**src/include/udc4_map.svh**
```systemverilog
`ifndef UDC4_MAP_SVH
`define UDC4_MAP_SVH

// ----------------------------------------
// Register byte offsets
// ----------------------------------------
`define UDC4_OFS_CTRL 4'h0
`define UDC4_OFS_STATUS 4'h4
`define UDC4_OFS_SWPRE 4'h8
`define UDC4_OFS_CMD 4'hC

// ----------------------------------------
// Field positions
// ----------------------------------------
`define UDC4_CTRL_INHIBIT 0
`define UDC4_CMD_LOAD 0
`define UDC4_ST_COUNT_LSB 0
`define UDC4_ST_LIMIT 4
`define UDC4_ST_CARRY_N 5
`define UDC4_ST_DIR 6
`define UDC4_ST_CE_N 7
`define UDC4_ST_LOAD_N 8

// ----------------------------------------
// Reset values and counts
// ----------------------------------------
`define UDC4_CTRL_RST 1'h0
`define UDC4_SWPRE_RST 4'h0
`define UDC4_COUNT_MAX 4'hF
`define UDC4_COUNT_MIN 4'h0
`define UDC4_COUNT_STEP 4'h1
`define UDC4_SYNC_STAGES 2

`endif

```
**src/include/udc4_pkg.sv**
```systemverilog
package udc4_pkg;

  typedef logic [3:0] udc4_count_t;

  // Pin group sampled from outside the core clock domain
  typedef struct packed {
    logic load_n;
    logic ce_n;
    logic dir_down;
    logic cnt_clk;
    udc4_count_t preset;
  } udc4_pins_s;

  // Observable counter state
  typedef struct packed {
    logic load_n;
    logic ce_n;
    logic dir_down;
    logic carry_n;
    logic limit;
    udc4_count_t count;
  } udc4_status_s;

endpackage : udc4_pkg

```
**src/verilog/udc4_sync.sv**
```systemverilog
`timescale 1ns/10ps
`default_nettype none

module udc4_sync #(
  parameter int W = 8
) (
  input wire logic clk,
  input wire logic rst,
  input wire logic [W-1:0] async_in,
  output logic [W-1:0] sync_out
);

  logic [W-1:0] meta_q;
  logic [W-1:0] sync_q;

  // ----------------------------------------
  // Two flops per bit
  // ----------------------------------------
  // First stage feeds only the second stage
  genvar i;
  generate
    for (i = 0; i < W; i++) begin : g_bit
      always_ff @(posedge clk) begin
        if (rst) begin
          meta_q[i] <= 1'b1;
          sync_q[i] <= 1'b1;
        end else begin
          meta_q[i] <= async_in[i];
          sync_q[i] <= meta_q[i];
        end
      end
    end
  endgenerate

  assign sync_out = sync_q;

endmodule : udc4_sync

`default_nettype wire

```
**src/verilog/udc4_counter.sv**
```systemverilog
`timescale 1ns/10ps
`default_nettype none
`include "udc4_map.svh"

// Functional notes
// - Four-bit count wraps modulo sixteen in both directions.
// - Load low copies preset into count, overriding clock, enable, direction.
// - With load high and enable low, count changes only on clock rise or a software load.
// - Direction low increments, high decrements, sampled at counting edge.
// - Limit flag high at zero counting down or fifteen counting up.
// - Limit flag is a pure decode of count and direction.
// - Limit flag ignores count enable.
// - Carry pulse low during clock low phase when enabled and at limit.
// - Carry pulse returns high right after clock rises.
// - Carry pulse forced high when disabled or not at limit.
module udc4_counter
  import udc4_pkg::*;
(
  input wire logic CORE_CLK,
  input wire logic RST,
  input wire logic WB_CYC_I,
  input wire logic WB_STB_I,
  input wire logic WB_WE_I,
  input wire logic [3:0] WB_ADR_I,
  input wire logic [3:0] WB_SEL_I,
  input wire logic [31:0] WB_DAT_I,
  output logic [31:0] WB_DAT_O,
  output logic WB_ACK_O,
  input wire logic COUNT_CLOCK,
  input wire logic ASYNC_LOAD_N,
  input wire logic COUNT_ENABLE_N,
  input wire logic DIRECTION_DOWN,
  input wire logic [3:0] PRESET_VALUE,
  output logic [3:0] COUNT_VALUE,
  output logic LIMIT_FLAG,
  output logic CARRY_PULSE_N
);

  // ----------------------------------------
  // Pin synchronisation
  // ----------------------------------------
  udc4_pins_s pins_raw;
  udc4_pins_s pins_s;

  assign pins_raw.load_n = ASYNC_LOAD_N;
  assign pins_raw.ce_n = COUNT_ENABLE_N;
  assign pins_raw.dir_down = DIRECTION_DOWN;
  assign pins_raw.cnt_clk = COUNT_CLOCK;
  assign pins_raw.preset = PRESET_VALUE;

  udc4_sync #(
    .W($bits(udc4_pins_s))
  ) u_sync (
    .clk(CORE_CLK),
    .rst(RST),
    .async_in(pins_raw),
    .sync_out(pins_s)
  );

  // ----------------------------------------
  // Register state
  // ----------------------------------------
  logic inhibit_q;
  logic inhibit_d;
  udc4_count_t swpre_q;
  udc4_count_t swpre_d;
  logic swload_q;
  logic swload_d;
  logic ack_q;
  logic ack_d;
  logic [31:0] rdata_q;
  logic [31:0] rdata_d;

  // ----------------------------------------
  // Counter state
  // ----------------------------------------
  udc4_count_t count_q;
  udc4_count_t count_d;
  logic clk_prev_q;
  logic clk_prev_d;
  logic limit_q;
  logic limit_d;
  logic carry_n_q;
  logic carry_n_d;
  logic clk_rise;
  logic enabled_n;
  udc4_status_s status;

  // Software inhibit only ever adds hold, never forces a count
  assign enabled_n = pins_s.ce_n | inhibit_q;
  assign clk_rise = pins_s.cnt_clk & ~clk_prev_q;

  always_comb begin
    count_d = count_q;
    clk_prev_d = pins_s.cnt_clk;
    if (!pins_s.load_n) begin
      count_d = pins_s.preset;
    end else if (swload_q) begin
      count_d = swpre_q;
    end else if (clk_rise && !enabled_n) begin
      if (pins_s.dir_down) begin
        count_d = count_q - `UDC4_COUNT_STEP;
      end else begin
        count_d = count_q + `UDC4_COUNT_STEP;
      end
    end
    // Decode of next count keeps flag aligned with count outputs
    limit_d = pins_s.dir_down ? (count_d == `UDC4_COUNT_MIN)
                              : (count_d == `UDC4_COUNT_MAX);
    // Low only in clock low phase, released as soon as clock rises
    carry_n_d = ~(~enabled_n & limit_d & ~pins_s.cnt_clk);
  end

  // No reset on the count itself: power-up value stays unknown
  always_ff @(posedge CORE_CLK) begin
    count_q <= count_d;
  end

  always_ff @(posedge CORE_CLK) begin
    if (RST) begin
      clk_prev_q <= 1'b1;
      limit_q <= 1'b0;
      carry_n_q <= 1'b1;
    end else begin
      clk_prev_q <= clk_prev_d;
      limit_q <= limit_d;
      carry_n_q <= carry_n_d;
    end
  end

  assign COUNT_VALUE = count_q;
  assign LIMIT_FLAG = limit_q;
  assign CARRY_PULSE_N = carry_n_q;

  // ----------------------------------------
  // Status word
  // ----------------------------------------
  assign status.load_n = pins_s.load_n;
  assign status.ce_n = pins_s.ce_n;
  assign status.dir_down = pins_s.dir_down;
  assign status.carry_n = carry_n_q;
  assign status.limit = limit_q;
  assign status.count = count_q;

  // ----------------------------------------
  // Wishbone slave
  // ----------------------------------------
  logic req;
  logic wr;

  // Single wait state; unmapped reads return zero and still ack
  assign req = WB_CYC_I & WB_STB_I & ~ack_q;
  assign wr = req & WB_WE_I & WB_SEL_I[0];

  always_comb begin
    ack_d = req;
    inhibit_d = inhibit_q;
    swpre_d = swpre_q;
    swload_d = 1'b0;
    rdata_d = rdata_q;
    if (wr) begin
      unique case (WB_ADR_I)
        `UDC4_OFS_CTRL: inhibit_d = WB_DAT_I[`UDC4_CTRL_INHIBIT];
        `UDC4_OFS_SWPRE: swpre_d = WB_DAT_I[3:0];
        `UDC4_OFS_CMD: swload_d = WB_DAT_I[`UDC4_CMD_LOAD];
        default: ;
      endcase
    end
    if (req && !WB_WE_I) begin
      unique case (WB_ADR_I)
        `UDC4_OFS_CTRL: rdata_d = {31'h0000_0000, inhibit_q};
        `UDC4_OFS_STATUS: rdata_d = {23'h00_0000, status};
        `UDC4_OFS_SWPRE: rdata_d = {28'h000_0000, swpre_q};
        default: rdata_d = 32'h0000_0000;
      endcase
    end
  end

  always_ff @(posedge CORE_CLK) begin
    if (RST) begin
      ack_q <= 1'b0;
      inhibit_q <= `UDC4_CTRL_RST;
      swpre_q <= `UDC4_SWPRE_RST;
      swload_q <= 1'b0;
      rdata_q <= 32'h0000_0000;
    end else begin
      ack_q <= ack_d;
      inhibit_q <= inhibit_d;
      swpre_q <= swpre_d;
      swload_q <= swload_d;
      rdata_q <= rdata_d;
    end
  end

  assign WB_ACK_O = ack_q;
  assign WB_DAT_O = rdata_q;

endmodule : udc4_counter

`default_nettype wire

```
**config.mk**
```make
export PLATFORM = sky130hd
export DESIGN_NAME = udc4_counter
export DESIGN_NICKNAME = d
export VERILOG_FILES = /design/src/include/udc4_pkg.sv /design/src/verilog/udc4_sync.sv /design/src/verilog/udc4_counter.sv
export VERILOG_INCLUDE_DIRS = /design/src /design/src/include
export SDC_FILE = /design/constraint.sdc
export NUM_CORES = 1
export LEC_CHECK = 0
export ABC_AREA = 1
export BUFFER_PORTS_ARGS = -buffer_cell sky130_fd_sc_hd__buf_2
export CORE_ASPECT_RATIO = 0.9
export CORE_MARGIN = 4
export CORE_UTILIZATION = 35
export DETAILED_ROUTE_END_ITERATION = 16
export PLACE_DENSITY = 0.75
export SLEW_MARGIN = 20
export SYNTH_ARGS = -nofsm -noshare
export SYNTH_HDL_FRONTEND = slang
export SYNTH_HIERARCHICAL = 1
export SYNTH_SLANG_ARGS = --single-unit
```
**constraint.sdc**
```tcl
create_clock -name CORE_CLK -period 2.2 [get_ports CORE_CLK]
set_input_delay 0.44 -clock CORE_CLK [delete_from_list [all_inputs] [get_ports CORE_CLK]]
set_output_delay 0.44 -clock CORE_CLK [all_outputs]
set_load 0.05 [all_outputs]
```
=== Yosys cells after proc, flatten, opt, wreduce, memory -nomap -nowiden ===
Index checks and enable logic that the tools add are counted.

* Bits in registers: 62
* Bits of input ports: 53
* Output and inout port bits: 39
* Word-level logic and storage cells: 61

* Add/sub/neg operators: 2
* Equal/unequal tests: 4
* Multiplexer cells: 6
* Bitwise logic cells: 15
* Reduce and logical (&&, ||, !) cells: 9

{| class="wikitable"
|+ Operator list
! operator !! number
|-
| one-hot mux 9 bit (3 select lines) || 1
|-
| 2-to-1 mux 4 bit || 4
|-
| == test 4 bit (second input constant) || 3
|-
| logical NOT 4 bit || 2
|-
| bitwise AND 1 bit || 7
|-
| NOT 1 bit || 7
|-
| adder 4 x 1 -> 4 bit (second input constant) || 1
|-
| == test 4 x 3 -> 1 bit (second input constant) || 1
|-
| AND reduction 2 bit || 2
|-
| subtractor 4 x 1 -> 4 bit (second input constant) || 1
|-
| OR reduction 3 bit || 1
|-
| logical AND 1 bit || 2
|-
| logical NOT 1 bit || 2
|-
| 2-to-1 mux 1 bit || 1
|-
| OR 1 bit || 1
|}

=== Longest topological paths before layout ===
* Depth in word-level cells: 11
* Gate-level depth with buffers: 14
* Depth with buffers taken out: 14

=== Cells and area by module ===
The synthesis kept the hierarchy.

{| class="wikitable"
|+ Modules (own cells, without submodules)
! module !! times used !! cells an instance !! area an instance (um^2) !! sequential area each (um^2)
|-
| udc4_counter || 1 || 187 || 1,346.3 || 460.4
|-
| udc4_sync || 1 || 50 || 455.4 || 320.3
|}

=== Least setup slack after synthesis ===
OpenSTA, ideal clock, no wires.

* Path kind: register -> register
* Start point: register count_q[0] (netlist: COUNT_VALUE[0])
* End point: register carry_n_q (netlist: CARRY_PULSE_N)
* Setup time: 0.113 ns
* Data arrival time: 1.941 ns
* Data required time: 2.087 ns
* Setup slack: 0.145 ns
* Stages on the path, launching flop included: 12
* Buffers on the path: 0
* Clock period less this slack: 2.055 ns
* Path through: dfxtp_1 > inv_1 > fa_1 > inv_1 > nand3_1 > nand3_1 > nand2_1 > nand2_2 > nor2_2 > nand3_2 > nand2_1 > nand2_1

* Cells in the longest elaborated chain, start to end: 10
* Elaborated cells between the ends (all ways): 12
* Those cells by class: 2 x add/sub; 1 x eq/ne; 5 x mux; 3 x bitwise; 1 x reduce/logical

{| class="wikitable"
|+ Ends and longest elaborated chain
! element !! line !! source
|-
| start, declared || udc4_counter.sv:77 || <nowiki>udc4_count_t count_q;</nowiki>
|-
| start signal, assigned || udc4_counter.sv:116 || <nowiki>count_q <= count_d;</nowiki>
|-
| adder 4 x 1 -> 4 bit (no source line) or subtractor 4 x 1 -> 4 bit (tied branches) || n/a ||
|-
| 2-to-1 mux 4 bit (*) || udc4_counter.sv:101 || <nowiki>if (pins_s.dir_down) begin</nowiki>
|-
| 2-to-1 mux 4 bit (*) || udc4_counter.sv:100 || <nowiki>end else if (clk_rise && !enabled_n) begin</nowiki>
|-
| 2-to-1 mux 4 bit (*) || udc4_counter.sv:98 || <nowiki>end else if (swload_q) begin</nowiki>
|-
| 2-to-1 mux 4 bit (*) || udc4_counter.sv:96 || <nowiki>if (!pins_s.load_n) begin</nowiki>
|-
| named net count_d[1] || udc4_counter.sv:78 || <nowiki>udc4_count_t count_d;</nowiki>
|-
| == test 4 bit (no source line) or logical NOT 4 bit (tied branches) || n/a ||
|-
| 2-to-1 mux 1 bit (*) || udc4_counter.sv:108 || <nowiki>limit_d = pins_s.dir_down ? (count_d == `UDC4_COUNT_MIN)</nowiki>
|-
| bitwise AND 1 bit (*) (2 in a row) || udc4_counter.sv:111 || <nowiki>carry_n_d = ~(~enabled_n & limit_d & ~pins_s.cnt_clk);</nowiki>
|-
| NOT 1 bit (*) || udc4_counter.sv:111 ||
|-
| end signal, assigned || udc4_counter.sv:127 || <nowiki>carry_n_q <= carry_n_d;</nowiki>
|-
| end, declared || udc4_counter.sv:83 || <nowiki>logic carry_n_q;</nowiki>
|}

The timed path passes the listed nets; every way through them passes the cells marked *.
A chain may end at the register's enable or synchronous reset.

=== Worst setup path in the final report ===
Same ends and word-level chain as after synthesis.

==> results.yml <==
placement:
  dp_cells: 336
  post-place-ws_ns: 0.322
  gp_congestion: 0.810
  io_buffers: 37
  dp_hpwl_um: 2880
logic_synthesis:
  synth-simple-area-share: 0.245
  synth_mux_area_frac: 0
  yosys.area_share.adder: 0.0250
  netlist_area_um2: 1800
  ys_warn_count: 6
  synth_top_cell_area_share: 0.433
  synth_top_family_by_area: "simple AND/OR/NAND/NOR gates"
  ys_types: 27
  yosysTopAreaCell: "dfxtp_1"
  synthTopCellsByArea: "dfxtp_1 43%, nand2_1 11%, buf_4 9.6%"
  synth_compound_area_frac: 0.105
  synthCells: 237
  avgSynthCellArea_um2: 7.60
  synth_xor_area_frac: 0
  synth-seq-cells: 39
  ys_seq_area_frac: 0.433
power:
  p_int_mw: 1.06
  p_clk_frac: 0.299
  netSwitchingFraction: 0.321
  p_seq_frac: 0.486
  pwr-share-comb: 0.215
  ir_worst_vdd_v: 0.000316
  powerDensity_nw_per_um2: 760
  p_leak_nw: 1.05
  power_switching_mw: 0.501
floorplanning:
  die_w_um: 83.6
  initial_utilization: 0.366
  die_area_um2: 6360
  std_cell_rows: 24
  fp.dieH_um: 76.1
  core_region_area_um2: 4920
  num_io_pins: 92
clock_network:
  ctsHoldBuffers: 0
  cts.htree.levels: 2
  clk_pin_slew_worst_paths_ns: 0.07
  post_cts_resized: 0
  numCtsBuffers: 5
  cts_setup_buffers: 0
  clk_path_buf_depth: 2
  clk_latency_ns: 0.28
  cts_root_buffer: "clkbuf_8"
  cts_tree: "done"
  clock_sinks: 39
detailed_routing:
  wl_um: 3650
  drtIter0Drc: 78
  routed-via-count: 1474
  wl_per_cell_um: 10.6
  drc: 0
  drtAntennaViolNets: 0
  drtPass1Iterations: 4
  vias_per_cell: 4.30
worst_setup_path:
  path_cells: "inv_1 > fa_1 > inv_1 > nand3_1 > nand3_1 > nand2_1 > nand2_2 > nor2_2 > nand3_2 > nand2_1 > nand2_1"
  critPathKind: "register to register"
  r2r_cells: 11
  timing.rr.start: "COUNT_VALUE[0]"
  arrival_ns: 2.05
  slowest_delay_ns: 0.56
  cp-start-kind: "register"
  rrSetupSlack_ns: 0.33
  crit_top_cell: "nand2_1"
  end_kind: "register"
  worst_ep_required_time_ns: 2.38
  r2r-end: "CARRY_PULSE_N"
  critPathMaxFanout: 4
  slowest_stage: "fa_1"
hold_path:
  worstHoldStart: "PRESET_VALUE[0]"
  min_to: "u_sync/meta_q[0]"
  hold_class: "input pin to register"
  whs_path_depth: 3
timing:
  rsz0062_at_grt: "false"
  fmax_ghz: 0.536
  min_period_over_period: 0.848
  finClkSkew_ns: 0.00460
  setup_total_negative_slack_ns: 0
  finalSetupViolations: 0
  finalMaxSlewViolations: 0
  worst_slack_ns: 0.335
  hold_viol_final: 0
  min_period_ns: 1.87
global_routing:
  grt.met1_usage: 0.132
  grt_pass1_wl_um: 6000
  met3_usage: 0.0443
  antenna_found_initial: 0
  grt_usage: 0.114
  busiest_layer: "met2"
  grt_max_degree: 17
  met2_usage: 0.194
  grt-ovfl-total: 0
  first_global_vias: 1380
status:
  status: "finished, final reports clean"
layout:
  final_nets: 334
  fillCellCount: 527
  area_growth_pct: 13.8
  fin_cells: 343
  multi_input_area_um2: 762
  finish.utilization: 0.416
  area.sequential_um2: 781
  drive_gt1_frac: 0.241
  n_antenna_cell: 0
run:
  maxCapViolCount: 0
-- worst max-delay path by stage --
stage	slack, ns	end	from
global placement	0.40	CARRY_PULSE_N	COUNT_VALUE[0]
CTS	0.32	CARRY_PULSE_N	COUNT_VALUE[0]
detailed placement	0.32	CARRY_PULSE_N	COUNT_VALUE[0]
global route	0.17	CARRY_PULSE_N	COUNT_VALUE[0]
finish	0.33	CARRY_PULSE_N	COUNT_VALUE[0]
floorplan	0.15	CARRY_PULSE_N	COUNT_VALUE[0]
-- layout by cell type, fill, tap and decap left out --
cell,instances
o221ai_1,1
o21ai_1,4
a21oi_2,1
a22oi_1,5
nor2_4,3
nand2_1,55
ha_1,2
buf_2,37
nor4_1,1
fa_1,1
nor3_1,1
a21oi_4,1
nor2_1,12
clkinv_2,1
clkbuf_8,6
inv_1,35
nand4_1,1
dfxtp_1,39
o21ai_0,2
a21oi_1,15
inv_2,6
nor2_2,5
nand3_1,12
conb_1,23
o22ai_1,2
nand3_2,1
nand2_2,6
-- cell usage after synthesis --
| master | count |
|---|---|
| o221ai_1 | 1 |
| nand3_2 | 1 |
| inv_2 | 6 |
| conb_1 | 1 |
| o22ai_1 | 2 |
| nand4_1 | 1 |
| a21oi_4 | 1 |
| dfxtp_1 | 39 |
| nor2_4 | 3 |
| clkbuf_1 | 1 |
| o21ai_1 | 4 |
| nor2_2 | 5 |
| nor2_1 | 12 |
| o21ai_0 | 2 |
| nand2_2 | 6 |
| nor4_1 | 1 |
| buf_6 | 1 |
| nand2_1 | 55 |
| nand3_1 | 12 |
| fa_1 | 1 |
| nor3_1 | 1 |
| inv_1 | 35 |
| buf_4 | 23 |
| a22oi_1 | 5 |
| a21oi_2 | 1 |
| a21oi_1 | 15 |
| ha_1 | 2 |
-- per-stage QoR --
stage	total power, mW	cell area [um^2]	hold WS [ns]
after floorplan	1.07	1880	0.387
after global placement	1.10	1960	0.392
after detailed placement	1.11	1960	0.398
after CTS	1.58	2050	0.310
after global routing	1.64	2050	0.316
final	1.56	2050	0.323
-- kinds of logic after synthesis --
kind of cell / count (synthesis)
and+or+nand+nor: 97
buffers and inverters: 66
DFF: 39
AOI/OAI and AO/OA: 31
adders and majority gates: 3
other: 1
-- registers in the layout, summed over array words and instances (netlist names) --
name             count
WB_ACK_O             1
u_sync/meta_q        8
clk_prev_q           1
LIMIT_FLAG           1
inhibit_q            1
swload_q             1
u_sync/sync_out      8
COUNT_VALUE          4
swpre_q              4
WB_DAT_O             9
CARRY_PULSE_N        1
-- worst max-delay path, delay by kind of cell, from the launching register on --
family	cells	cell delay, ns
flip-flops	1	0.40
AND/OR/NAND/NOR	8	0.65
buffers and inverters	2	0.16
adder cells (fa/ha/maj)	1	0.56
-- power groups by stage --
| stage | logic, mW | clock network [mW] | registers (mW) |
|---|---|---|---|
| final | 0.335 | 0.466 | 0.758 |
| after global routing | 0.371 | 0.507 | 0.761 |
| after CTS | 0.335 | 0.483 | 0.758 |
| after detailed placement | 0.334 | 0 | 0.774 |
| after global placement | 0.324 | 0 | 0.772 |
| after floorplan | 0.250 | 0 | 0.818 |
-- per-layer routing --
metal  vias up  share of wire
met4         0         0.0085
met3         4          0.092
met2        48           0.48
met5         -              0
li1        767              -
met1       655           0.42
-- cell type report --
class,count,area share
well taps,65,0.0397
multi-input cells,154,0.372
flip-flops and latches,39,0.381
clock buffers,6,0.0403
inverters,41,0.0750
repair buffers,37,0.0903
clock inverters,1,0.00244
Note: power is estimated with default switching activity, not from simulation.
